File: src/core/dmpy_pkg.sv
// Constants and types for the dual multiply-accumulate datapath.
package dmpy_pkg;
    localparam int DW = 16;
    localparam int OW = 17;
    localparam int AW = 40;
    localparam int PW = 16;
    localparam int RW = 8;
    localparam logic [PW-1:0] PTR_RST = 16'h0000;
    localparam logic [AW-1:0] ACC_RST = 40'h00_0000_0000;
    localparam logic [OW-1:0] MIN_OPND = 17'h1_8000;
    localparam logic [31:0] MUL_SAT = 32'h7fff_ffff;
    localparam logic [AW-1:0] RND_HALF = 40'h00_0000_8000;
    localparam logic [15:0] RND_TIE = 16'h8000;
    localparam logic [AW-1:0] SAT_POS_WIDE = 40'h7f_ffff_ffff;
    localparam logic [AW-1:0] SAT_NEG_WIDE = 40'h80_0000_0000;
    localparam logic [AW-1:0] SAT_POS_NARROW = 40'h00_7fff_ffff;
    localparam logic [AW-1:0] SAT_NEG_NARROW = 40'hff_8000_0000;
    localparam logic [PW-1:0] STEP_ONE = 16'h0001;
    localparam logic [PW-1:0] STEP_TWO = 16'h0002;
    localparam logic [PW-1:0] PAIR_MASK = 16'h0001;
    // Pointer modify codes.
    localparam logic [1:0] STEP_HOLD = 2'h0;
    localparam logic [1:0] STEP_INC = 2'h1;
    localparam logic [1:0] STEP_DEC = 2'h2;
    // Status mode bits that steer the arithmetic.
    typedef struct packed {
        logic fractional_mode_bit;
        logic multiply_saturation_mode;
        logic wide_overflow_mode;
        logic rounding_mode_bit;
        logic d_unit_saturation_mode;
        logic sign_extension_mode;
    } dmpy_modes_t;
    // Per-instruction qualifiers from the decoder.
    typedef struct packed {
        logic single_data_form;
        logic uns_x;
        logic uns_y;
        logic uns_c;
        logic rnd;
        logic wide_q;
        logic mac_one_en;
        logic mac_two_en;
        logic [1:0] step_x;
        logic [1:0] step_y;
        logic [1:0] step_c;
    } dmpy_instr_t;
    typedef enum logic [1:0] {
        S_IDLE = 2'b01,
        S_RUN = 2'b10
    } dmpy_state_t;
endpackage : dmpy_pkg

File: src/core/dmpy_mac.sv
// One multiply-accumulate unit: multiply, shift, round, overflow and saturate.
`timescale 1ns/1ns
module dmpy_mac (
    input wire logic [dmpy_pkg::OW-1:0] op_a_i,
    input wire logic [dmpy_pkg::OW-1:0] op_b_i,
    input wire logic [dmpy_pkg::AW-1:0] acc_i,
    input wire logic accumulate_i,
    input wire logic rnd_i,
    input wire logic wide_i,
    input wire dmpy_pkg::dmpy_modes_t modes_i,
    output logic [dmpy_pkg::AW-1:0] res_o,
    output logic ovf_o
);
    // Full signed product; 17x17 fits 34 bits.
    logic signed [33:0] prod_full;
    logic [31:0] prod_shift;
    logic [31:0] prod32;
    logic mul_ovf;
    logic [dmpy_pkg::AW-1:0] prod40;
    logic [dmpy_pkg::AW-1:0] addend;
    logic [dmpy_pkg::AW:0] pre41;
    logic [dmpy_pkg::AW:0] sum41;
    logic [dmpy_pkg::AW:0] r41;
    logic tie;
    logic ovf_wide;
    logic ovf_narrow;
    logic [dmpy_pkg::AW-1:0] sat_val;

    assign prod_full = $signed(op_a_i) * $signed(op_b_i);
    // Fractional mode doubles the product before anything else.
    assign prod_shift = modes_i.fractional_mode_bit ? {prod_full[30:0], 1'b0} : prod_full[31:0];
    // The only product saturated is min times min, in fractional mode with multiply saturation on.
    assign mul_ovf = modes_i.multiply_saturation_mode & modes_i.fractional_mode_bit
                     & (op_a_i == dmpy_pkg::MIN_OPND) & (op_b_i == dmpy_pkg::MIN_OPND);
    assign prod32 = mul_ovf ? dmpy_pkg::MUL_SAT : prod_shift;
    // Sign-extend to accumulator width.
    assign prod40 = {{8{prod32[31]}}, prod32};
    // The plain multiply sees a zero addend, so old contents never leak in.
    assign addend = accumulate_i ? acc_i : dmpy_pkg::ACC_RST;
    // One guard bit above the accumulator catches the 40-bit carry-out.
    assign pre41 = {addend[dmpy_pkg::AW-1], addend} + {prod40[dmpy_pkg::AW-1], prod40};
    assign sum41 = pre41 + {1'b0, (rnd_i ? dmpy_pkg::RND_HALF : dmpy_pkg::ACC_RST)};
    // Unbiased mode clears bit 16 on an exact half so ties go to even.
    assign tie = modes_i.rounding_mode_bit & (pre41[15:0] == dmpy_pkg::RND_TIE);
    assign r41 = rnd_i ? {sum41[dmpy_pkg::AW:17], sum41[16] & ~tie, 16'h0000} : sum41;
    // Width of the overflow check follows the effective wide mode.
    assign ovf_wide = r41[dmpy_pkg::AW] ^ r41[dmpy_pkg::AW-1];
    assign ovf_narrow = ~((&r41[dmpy_pkg::AW:31]) | ~(|r41[dmpy_pkg::AW:31]));
    assign ovf_o = wide_i ? ovf_wide : ovf_narrow;
    // Saturation limit takes the sign of the true result.
    assign sat_val = wide_i ? (r41[dmpy_pkg::AW] ? dmpy_pkg::SAT_NEG_WIDE : dmpy_pkg::SAT_POS_WIDE)
                            : (r41[dmpy_pkg::AW] ? dmpy_pkg::SAT_NEG_NARROW : dmpy_pkg::SAT_POS_NARROW);
    assign res_o = (ovf_o & modes_i.d_unit_saturation_mode) ? sat_val : r41[dmpy_pkg::AW-1:0];
endmodule : dmpy_mac

File: src/core/dmpy_top.sv
// Dual MAC datapath: accumulate and plain multiply in parallel, with repeat.
`timescale 1ns/1ns
module dmpy_top (
    input wire logic clk_i,
    input wire logic rst_n_i,
    input wire logic start_i,
    input wire logic [dmpy_pkg::RW-1:0] repeat_count_i,
    input wire dmpy_pkg::dmpy_instr_t instr_i,
    input wire dmpy_pkg::dmpy_modes_t modes_i,
    input wire logic [dmpy_pkg::DW-1:0] data_read_bus_d_i,
    input wire logic [dmpy_pkg::DW-1:0] data_read_bus_y_i,
    input wire logic [dmpy_pkg::DW-1:0] coeff_read_bus_first_i,
    input wire logic [dmpy_pkg::DW-1:0] coeff_read_bus_second_i,
    input wire logic [dmpy_pkg::AW-1:0] accumulator_x_i,
    input wire logic [dmpy_pkg::AW-1:0] accumulator_y_i,
    input wire logic [dmpy_pkg::PW-1:0] ptr_x_i,
    input wire logic [dmpy_pkg::PW-1:0] ptr_y_i,
    input wire logic [dmpy_pkg::PW-1:0] coefficient_pointer_i,
    input wire logic flag_clear_x_i,
    input wire logic flag_clear_y_i,
    output logic [dmpy_pkg::AW-1:0] accumulator_x_o,
    output logic [dmpy_pkg::AW-1:0] accumulator_y_o,
    output logic acc_wr_x_o,
    output logic acc_wr_y_o,
    output logic acc_overflow_flag_dest_x_o,
    output logic acc_overflow_flag_dest_y_o,
    output logic [dmpy_pkg::PW-1:0] ptr_x_o,
    output logic [dmpy_pkg::PW-1:0] ptr_y_o,
    output logic [dmpy_pkg::PW-1:0] coefficient_pointer_o,
    output logic [dmpy_pkg::PW-1:0] coeff_addr_hi_o,
    output logic [dmpy_pkg::PW-1:0] coeff_addr_lo_o,
    output logic busy_o
);
    // Widen a 16-bit memory value to the 17-bit multiplier input.
    function automatic logic [dmpy_pkg::OW-1:0] ext17(input logic [dmpy_pkg::DW-1:0] v,
                                                      input logic uns, input logic sx);
        ext17 = (uns | ~sx) ? {1'b0, v} : {v[dmpy_pkg::DW-1], v};
    endfunction : ext17

    // Apply one post-modify step to an address pointer.
    function automatic logic [dmpy_pkg::PW-1:0] step_ptr(input logic [dmpy_pkg::PW-1:0] p,
                                                         input logic [1:0] code,
                                                         input logic [dmpy_pkg::PW-1:0] amt);
        step_ptr = (code == dmpy_pkg::STEP_INC) ? p + amt :
                   (code == dmpy_pkg::STEP_DEC) ? p - amt : p;
    endfunction : step_ptr

    // Control state.
    dmpy_pkg::dmpy_state_t state_q;
    dmpy_pkg::dmpy_state_t state_d;
    logic [dmpy_pkg::RW-1:0] rpt_q;
    logic [dmpy_pkg::RW-1:0] rpt_d;
    // Instruction and modes held steady for the length of a repeat.
    dmpy_pkg::dmpy_instr_t instr_q;
    dmpy_pkg::dmpy_modes_t modes_q;
    // Result, flag and pointer registers that drive the outputs.
    logic [dmpy_pkg::AW-1:0] acc_x_q;
    logic [dmpy_pkg::AW-1:0] acc_y_q;
    logic wr_x_q;
    logic wr_y_q;
    logic ovf_x_q;
    logic ovf_y_q;
    logic [dmpy_pkg::PW-1:0] ptr_x_q;
    logic [dmpy_pkg::PW-1:0] ptr_y_q;
    logic [dmpy_pkg::PW-1:0] ptr_c_q;
    logic [dmpy_pkg::PW-1:0] caddr_hi_q;
    logic [dmpy_pkg::PW-1:0] caddr_lo_q;
    logic busy_q;

    // Selection of the working instruction and sources.
    // Idle cycles without a start run no pass at all.
    wire idle = (state_q == dmpy_pkg::S_IDLE);
    wire exec = idle ? start_i : 1'b1;
    wire first = idle;
    dmpy_pkg::dmpy_instr_t ci;
    dmpy_pkg::dmpy_modes_t cm;
    assign ci = first ? instr_i : instr_q;
    assign cm = first ? modes_i : modes_q;
    // Later repeat passes feed back the unit's own results and pointers.
    wire [dmpy_pkg::AW-1:0] src_x = first ? accumulator_x_i : acc_x_q;
    wire [dmpy_pkg::AW-1:0] src_y = first ? accumulator_y_i : acc_y_q;
    wire [dmpy_pkg::PW-1:0] px = first ? ptr_x_i : ptr_x_q;
    wire [dmpy_pkg::PW-1:0] py = first ? ptr_y_i : ptr_y_q;
    wire [dmpy_pkg::PW-1:0] pc = first ? coefficient_pointer_i : ptr_c_q;
    wire form = ci.single_data_form;
    // Wide qualifier forces the mode locally; the stored bit is never written.
    wire wide_eff = cm.wide_overflow_mode | ci.wide_q;
    // Two-data form honours sign-extension mode; single-data form sign-extends.
    wire sx = form | cm.sign_extension_mode;

    // Operand routing: unit one always takes the X operand.
    wire [dmpy_pkg::OW-1:0] a_one = ext17(data_read_bus_d_i, ci.uns_x, sx);
    // Unit two takes Y in the two-data form, the shared X otherwise.
    wire [dmpy_pkg::OW-1:0] a_two = form ? a_one : ext17(data_read_bus_y_i, ci.uns_y, sx);
    // First coefficient bus carries the shared or low coefficient.
    wire [dmpy_pkg::OW-1:0] b_one = ext17(coeff_read_bus_first_i, ci.uns_c, sx);
    // High half on the second bus goes to the accumulating unit two.
    wire [dmpy_pkg::OW-1:0] b_two = form ? ext17(coeff_read_bus_second_i, ci.uns_c, sx) : b_one;

    wire [dmpy_pkg::AW-1:0] res_one;
    wire [dmpy_pkg::AW-1:0] res_two;
    wire ovf_one;
    wire ovf_two;

    // Unit one accumulates into X in the two-data form, else plain multiply.
    dmpy_mac u_mac_unit_one (
        .op_a_i(a_one),
        .op_b_i(b_one),
        .acc_i(src_x),
        .accumulate_i(~form),
        .rnd_i(ci.rnd),
        .wide_i(wide_eff),
        .modes_i(cm),
        .res_o(res_one),
        .ovf_o(ovf_one)
    );

    // Unit two multiplies into Y in the two-data form, else accumulates.
    dmpy_mac u_mac_unit_two (
        .op_a_i(a_two),
        .op_b_i(b_two),
        .acc_i(src_y),
        .accumulate_i(form),
        .rnd_i(ci.rnd),
        .wide_i(wide_eff),
        .modes_i(cm),
        .res_o(res_two),
        .ovf_o(ovf_two)
    );

    // A disabled flow drops its write but its pointer still moves.
    wire do_x = exec & ci.mac_one_en;
    wire do_y = exec & ci.mac_two_en;
    // High/low pairing makes a coefficient post-increment step two words.
    wire [dmpy_pkg::PW-1:0] c_amt = form ? dmpy_pkg::STEP_TWO : dmpy_pkg::STEP_ONE;
    // Paired low address: plus one when even, minus one when odd.
    wire [dmpy_pkg::PW-1:0] pc_pair = pc ^ dmpy_pkg::PAIR_MASK;

    // Repeat sequencing: count holds the passes still to run after the current one.
    always_comb
    begin
        state_d = state_q;
        rpt_d = rpt_q;
        case (state_q)
            dmpy_pkg::S_IDLE:
            begin
                // A nonzero count keeps the datapath running extra passes.
                if (start_i && (repeat_count_i != '0))
                begin
                    state_d = dmpy_pkg::S_RUN;
                    rpt_d = repeat_count_i - 8'h01;
                end
            end
            dmpy_pkg::S_RUN:
            begin
                // Starts during a repeat are ignored; the decoder sees busy.
                if (rpt_q == '0)
                begin
                    state_d = dmpy_pkg::S_IDLE;
                end
                else
                begin
                    rpt_d = rpt_q - 8'h01;
                end
            end
            default:
            begin
                state_d = dmpy_pkg::S_IDLE;
                rpt_d = '0;
            end
        endcase
    end

    // Sequencer and held instruction.
    always_ff @(posedge clk_i or negedge rst_n_i)
    begin
        if (!rst_n_i)
        begin
            state_q <= dmpy_pkg::S_IDLE;
            rpt_q <= '0;
            instr_q <= '0;
            modes_q <= '0;
            busy_q <= 1'b0;
        end
        else
        begin
            state_q <= state_d;
            rpt_q <= rpt_d;
            instr_q <= ci;
            modes_q <= cm;
            busy_q <= (state_d == dmpy_pkg::S_RUN);
        end
    end

    // Results and write strobes land together, one cycle after the pass.
    // Outside a pass a unit reloads its source, so results follow the accumulator inputs until the next start.
    always_ff @(posedge clk_i or negedge rst_n_i)
    begin
        if (!rst_n_i)
        begin
            acc_x_q <= dmpy_pkg::ACC_RST;
            acc_y_q <= dmpy_pkg::ACC_RST;
            wr_x_q <= 1'b0;
            wr_y_q <= 1'b0;
        end
        else
        begin
            acc_x_q <= do_x ? res_one : src_x;
            acc_y_q <= do_y ? res_two : src_y;
            wr_x_q <= do_x;
            wr_y_q <= do_y;
        end
    end

    // Flags are sticky: overflow sets, and a set beats a same-cycle clear.
    always_ff @(posedge clk_i or negedge rst_n_i)
    begin
        if (!rst_n_i)
        begin
            ovf_x_q <= 1'b0;
            ovf_y_q <= 1'b0;
        end
        else
        begin
            ovf_x_q <= (do_x & ovf_one) | (ovf_x_q & ~flag_clear_x_i);
            ovf_y_q <= (do_y & ovf_two) | (ovf_y_q & ~flag_clear_y_i);
        end
    end

    // Address generators update even when their unit is disabled.
    // A pointer only moves on a pass, so idle cycles leave the last addresses visible.
    always_ff @(posedge clk_i or negedge rst_n_i)
    begin
        if (!rst_n_i)
        begin
            ptr_x_q <= dmpy_pkg::PTR_RST;
            ptr_y_q <= dmpy_pkg::PTR_RST;
            ptr_c_q <= dmpy_pkg::PTR_RST;
            caddr_hi_q <= dmpy_pkg::PTR_RST;
            caddr_lo_q <= dmpy_pkg::PTR_RST;
        end
        else if (exec)
        begin
            ptr_x_q <= step_ptr(px, ci.step_x, dmpy_pkg::STEP_ONE);
            ptr_y_q <= step_ptr(py, ci.step_y, dmpy_pkg::STEP_ONE);
            ptr_c_q <= step_ptr(pc, ci.step_c, c_amt);
            caddr_hi_q <= pc;
            caddr_lo_q <= form ? pc_pair : pc;
        end
    end

    assign accumulator_x_o = acc_x_q;
    assign accumulator_y_o = acc_y_q;
    assign acc_wr_x_o = wr_x_q;
    assign acc_wr_y_o = wr_y_q;
    assign acc_overflow_flag_dest_x_o = ovf_x_q;
    assign acc_overflow_flag_dest_y_o = ovf_y_q;
    assign ptr_x_o = ptr_x_q;
    assign ptr_y_o = ptr_y_q;
    assign coefficient_pointer_o = ptr_c_q;
    assign coeff_addr_hi_o = caddr_hi_q;
    assign coeff_addr_lo_o = caddr_lo_q;
    assign busy_o = busy_q;

    // Reference plain product for the simple mode set, used only by a check.
    wire signed [33:0] ref_y = $signed(a_two) * $signed(b_two);
    wire plain_y = do_y & ~form & ~ci.rnd & ~cm.fractional_mode_bit & ~ovf_two;
endmodule : dmpy_top

File: config.mk
export PLATFORM = sky130hd
export DESIGN_NAME = dmpy_top
export DESIGN_NICKNAME = d
export VERILOG_FILES = /design/src/core/dmpy_pkg.sv /design/src/core/dmpy_mac.sv /design/src/core/dmpy_top.sv
export SDC_FILE = /design/constraint.sdc
export NUM_CORES = 2
export LEC_CHECK = 0
export ABC_AREA = 1
export BUFFER_PORTS_ARGS = -buffer_cell sky130_fd_sc_hd__buf_4
export CAP_MARGIN = 20
export CORE_AREA = 2 2 313 315
export CTS_BUF_LIST = sky130_fd_sc_hd__clkbuf_4 sky130_fd_sc_hd__clkbuf_8 sky130_fd_sc_hd__clkbuf_16
export DETAILED_ROUTE_END_ITERATION = 8
export DIE_AREA = 0 0 315 317
export GPL_TIMING_DRIVEN = 1
export PLACE_DENSITY = 0.67
export SLEW_MARGIN = 40
export SYNTH_ARGS = -nofsm -noshare
export SYNTH_HDL_FRONTEND = slang
export SYNTH_HIERARCHICAL = 1
export SYNTH_SLANG_ARGS = --single-unit
File: constraint.sdc
create_clock -name clk_i -period 15.7 [get_ports clk_i]
set_clock_uncertainty 0.15 [all_clocks]
set_input_delay 2.355 -clock clk_i [delete_from_list [all_inputs] [get_ports clk_i]]
set_output_delay 2.355 -clock clk_i [all_outputs]
set_load 0.005 [all_outputs]
==> summary.md <==
| Metric | Value |
|---|---|
| Outcome | complete, no violations |
| Final Core Density | 49.05% |
| RSZ-0062 raised after global routing | false |
| Pin count of the biggest net entering global routing | 95 |
| R2r endpoint | accumulator_y_o[19] |
| TritonCTS buffer count | 17 |
| Gpl congestion | 0.9709 |
| 1st-pass router iterations | 6 |
| CTS HTree Levels | 4 |
| Setup violators final | 0 |
| Layout Nets | 7748 |
| Synth area leaders | fa_1, nand2_1, inv_1 |
| Max-Cap Viols | 0 |
| Post-CTS Hold Buffers | 0 |
| Origin of the critical flop-to-flop path | state_q[1] |
| CP peak stage delay | 0.69 ns |
| GRT Util Overall | 27.82% |
| Final hold violation count | 0 |
| Worst setup margin | 2.036 ns |
| Starting DRT DRC Count | 3123 |
| Flops & latches, synth | 180 |
| Layout fillers | 9937 |
| Sequential share of the synthesized area | 10.45% |
| Worst-path cell with the longest stage delay | fa_1 |
| Clk buf depth | 2 |
| Clock sinks | 180 |
| Most used cell, CP | nand2_1 |
| Starting density of the core | 44.80% |
| Die X-Extent | around 320 µm |
| Place WS | 1.626 ns |
| First-pass GRT wire length | 220.0 mm |
| Commonest cells post-synth | nand2_1, inv_1, fa_1, nor2_1, nand3_1 |
| Count leader, synth | nand2_1 |
| Row cnt | 114 |
| Share of cells above drive strength 1 | 10.66% |
| Number of routed nets with antenna violations | 0 |
| Area leader, netlist | fa_1 |
| Worst Hold Path EP | instr_q[8] |
| Worst Hold Launch | instr_q[8] |
| Setup CP Type | input pin to register |
| Yosys warns | 6 |
| Via/cell ratio | 5.149 |
| Max Slew Vio Count | 0 |
| Async SR Flop Fraction | between 90% and 100% |
| Clock Latency Late Sink | 0.53 ns |
| Remaining max-slew budget at the tightest pin | about two fifths |
| Hold Path Stages | 2 |
| Post-DP HPWL | 109.5 mm |
| DR DRC count | 0 |
| Data arrival time of the worst path | approximately 14 ns |
| Startpoint types | input pin |
| Worst-margin pin slew | 0.8782 ns |
| Worst path required time | 15.97 ns |
| Mapped Area | 43130 µm² |
| Wire per inst | ~17 µm |
| Global Route met2 Usage | between 40% and 50% |
| Layout area overhead | 9.494% |
| GRT overflow | 0 |
| Synth unique cells | 69 |
| TritonCTS clock tree | yes |
| Core Area | 96280 µm² |
| Main synth FF type | dfrtp_1 |
| Crit path capture type | register |
| Achievable frequency | 73.18 MHz |
| Synth Area per Inst | 6.584 µm² |
| Grt met1 use | 37.76% |
| Period utilisation layout | between 80% and 90% |
| Vias | 41190 |
| GR peak layer | met2 |
| R2R cell count | 64 |
| # Post-CTS Setup Buffers | 0 |
| Die area | 99860 µm² |
| Cts repair resizes | 0 |
| Die H | 317 µm |
| Reg2reg setup slack | 2.52 ns |
| I/O Buffers | 389 |
| CTS Root Cell | clkbuf_16 |
| Met3 usage | under 10% |
| Vias in the first global route | 40750 |
| Top Ports | 390 |
| Synth Instances | 6551 |
| Post-synth EDFFs | 0 |
| Total wire length | 136.9 mm |
| Worst Hold Class | register to register |
| Syn_nets | about 7600 |
| Reg clk slew, reported paths | 0.08 ns |
| Initial antenna violation count | 0 |
| CP max FO | 44 |
| Crit path from | instr_i[13] |
| Minimum clock period | 13.66 ns |
| N_diodes | 0 |
| Sum Neg Setup Slack | 0 ns |
| Top cell type's share of synthesized area | 26.36% |
[cells in the final DEF (no fill, tap or decap), drive strengths merged, types with 93 or more instances in the layout]
cell | Yosys | final
fa | 568 | 568
o21ai | 180 | 180
buf | 126 | 412
inv | 1430 | 1439
a21oi | 133 | 133
nand2 | 2331 | 2331
dfrtp | 179 | 179
a31oi | 93 | 93
nand3 | 311 | 311
ha | 245 | 245
nor2 | 444 | 444
[final cells by class]
cell class                      instances  area [µm²]  share of cell area [%]
Timing Repair Buffer                  413        3127                   6.621
Multi-Input combinational cell       4663       32010                   67.79
Clock inverter                         14       157.7                  0.3338
Sequential cell                       180        4506                   9.540
Tap cell                             1276        1597                   3.380
Clock buffer                           18       432.9                  0.9167
Inverter                             1435        5394                   11.42
[routing by layer]
layer  routed length (µm)  share of wire (%)  vias up
met5                    0                  0        -
met4                 3332                2.4        0
met3                10160                7.4      194
met2                64280                 47     1404
met1                59180                 43    19830
li1                     -                  -    19760
[worst max-delay path by stage]
| stage | end | slack [ns] | cells past startpoint |
|---|---|---|---|
| 2_1_floorplan | accumulator_y_o[39] | 3.33 | 68 |
| 3_3_place_gp | accumulator_x_o[0] | 1.73 | 60 |
| 3_5_place_dp | accumulator_x_o[27] | 1.63 | 62 |
| 4_1_cts | accumulator_x_o[8] | 2.18 | 62 |
| 5_1_grt | accumulator_x_o[31] | 1.02 | 62 |
| 6_report | accumulator_y_o[19] | 2.04 | 62 |
[kinds of logic after synthesis]
kind of cell / after synthesis / share of synthesized area [%]
AND/OR/NAND/NOR: 3234 / 31.09
buffers and inverters: 1708 / 15.58
adder cells (fa/ha/maj): 813 / 33.47
AO/OA/AOI/OAI: 480 / 6.599
flip-flops: 180 / 10.45
XOR/XNOR: 135 / 2.794
multiplexers: 1 / 0.02321
[registers in the layout, summed over array words and instances (netlist names)]
name / cells
ptr_y_o: 16
accumulator_y_o: 40
accumulator_x_o: 40
acc_wr_y_o: 1
instr_q: 14
acc_overflow_flag_dest_y_o: 1
acc_overflow_flag_dest_x_o: 1
state_q: 2
busy_o: 1
coefficient_pointer_o: 16
modes_q: 6
ptr_x_o: 16
coeff_addr_lo_o: 1
rpt_q: 8
acc_wr_x_o: 1
coeff_addr_hi_o: 16
[through the flow]
stage | hold WS, ns | cell area, µm² | cells
2_1_floorplan | 0.2866 | 43130 | 6551
3_3_place_gp | 0.2982 | 46550 | 7966
3_5_place_dp | 0.3074 | 46570 | 7966
4_1_cts | 0.3267 | 47160 | 7998
5_1_grt | 0.3545 | 47230 | 7999
6_report | 0.3280 | 47230 | 7999
[worst max-delay path: cells and delay by family]
family                     cells  cell delay, ns
and+or+nand+nor               36            4.46
adders and majority gates      9            4.18
AOI/OAI and AO/OA              5            0.97
xor gates and xnor gates       3            0.54
buffers and inverters          9            1.37
Power is left out: the tool's default activity adds up to more than one toggle a clock period on the data nets, which glitch-free logic cannot reach.
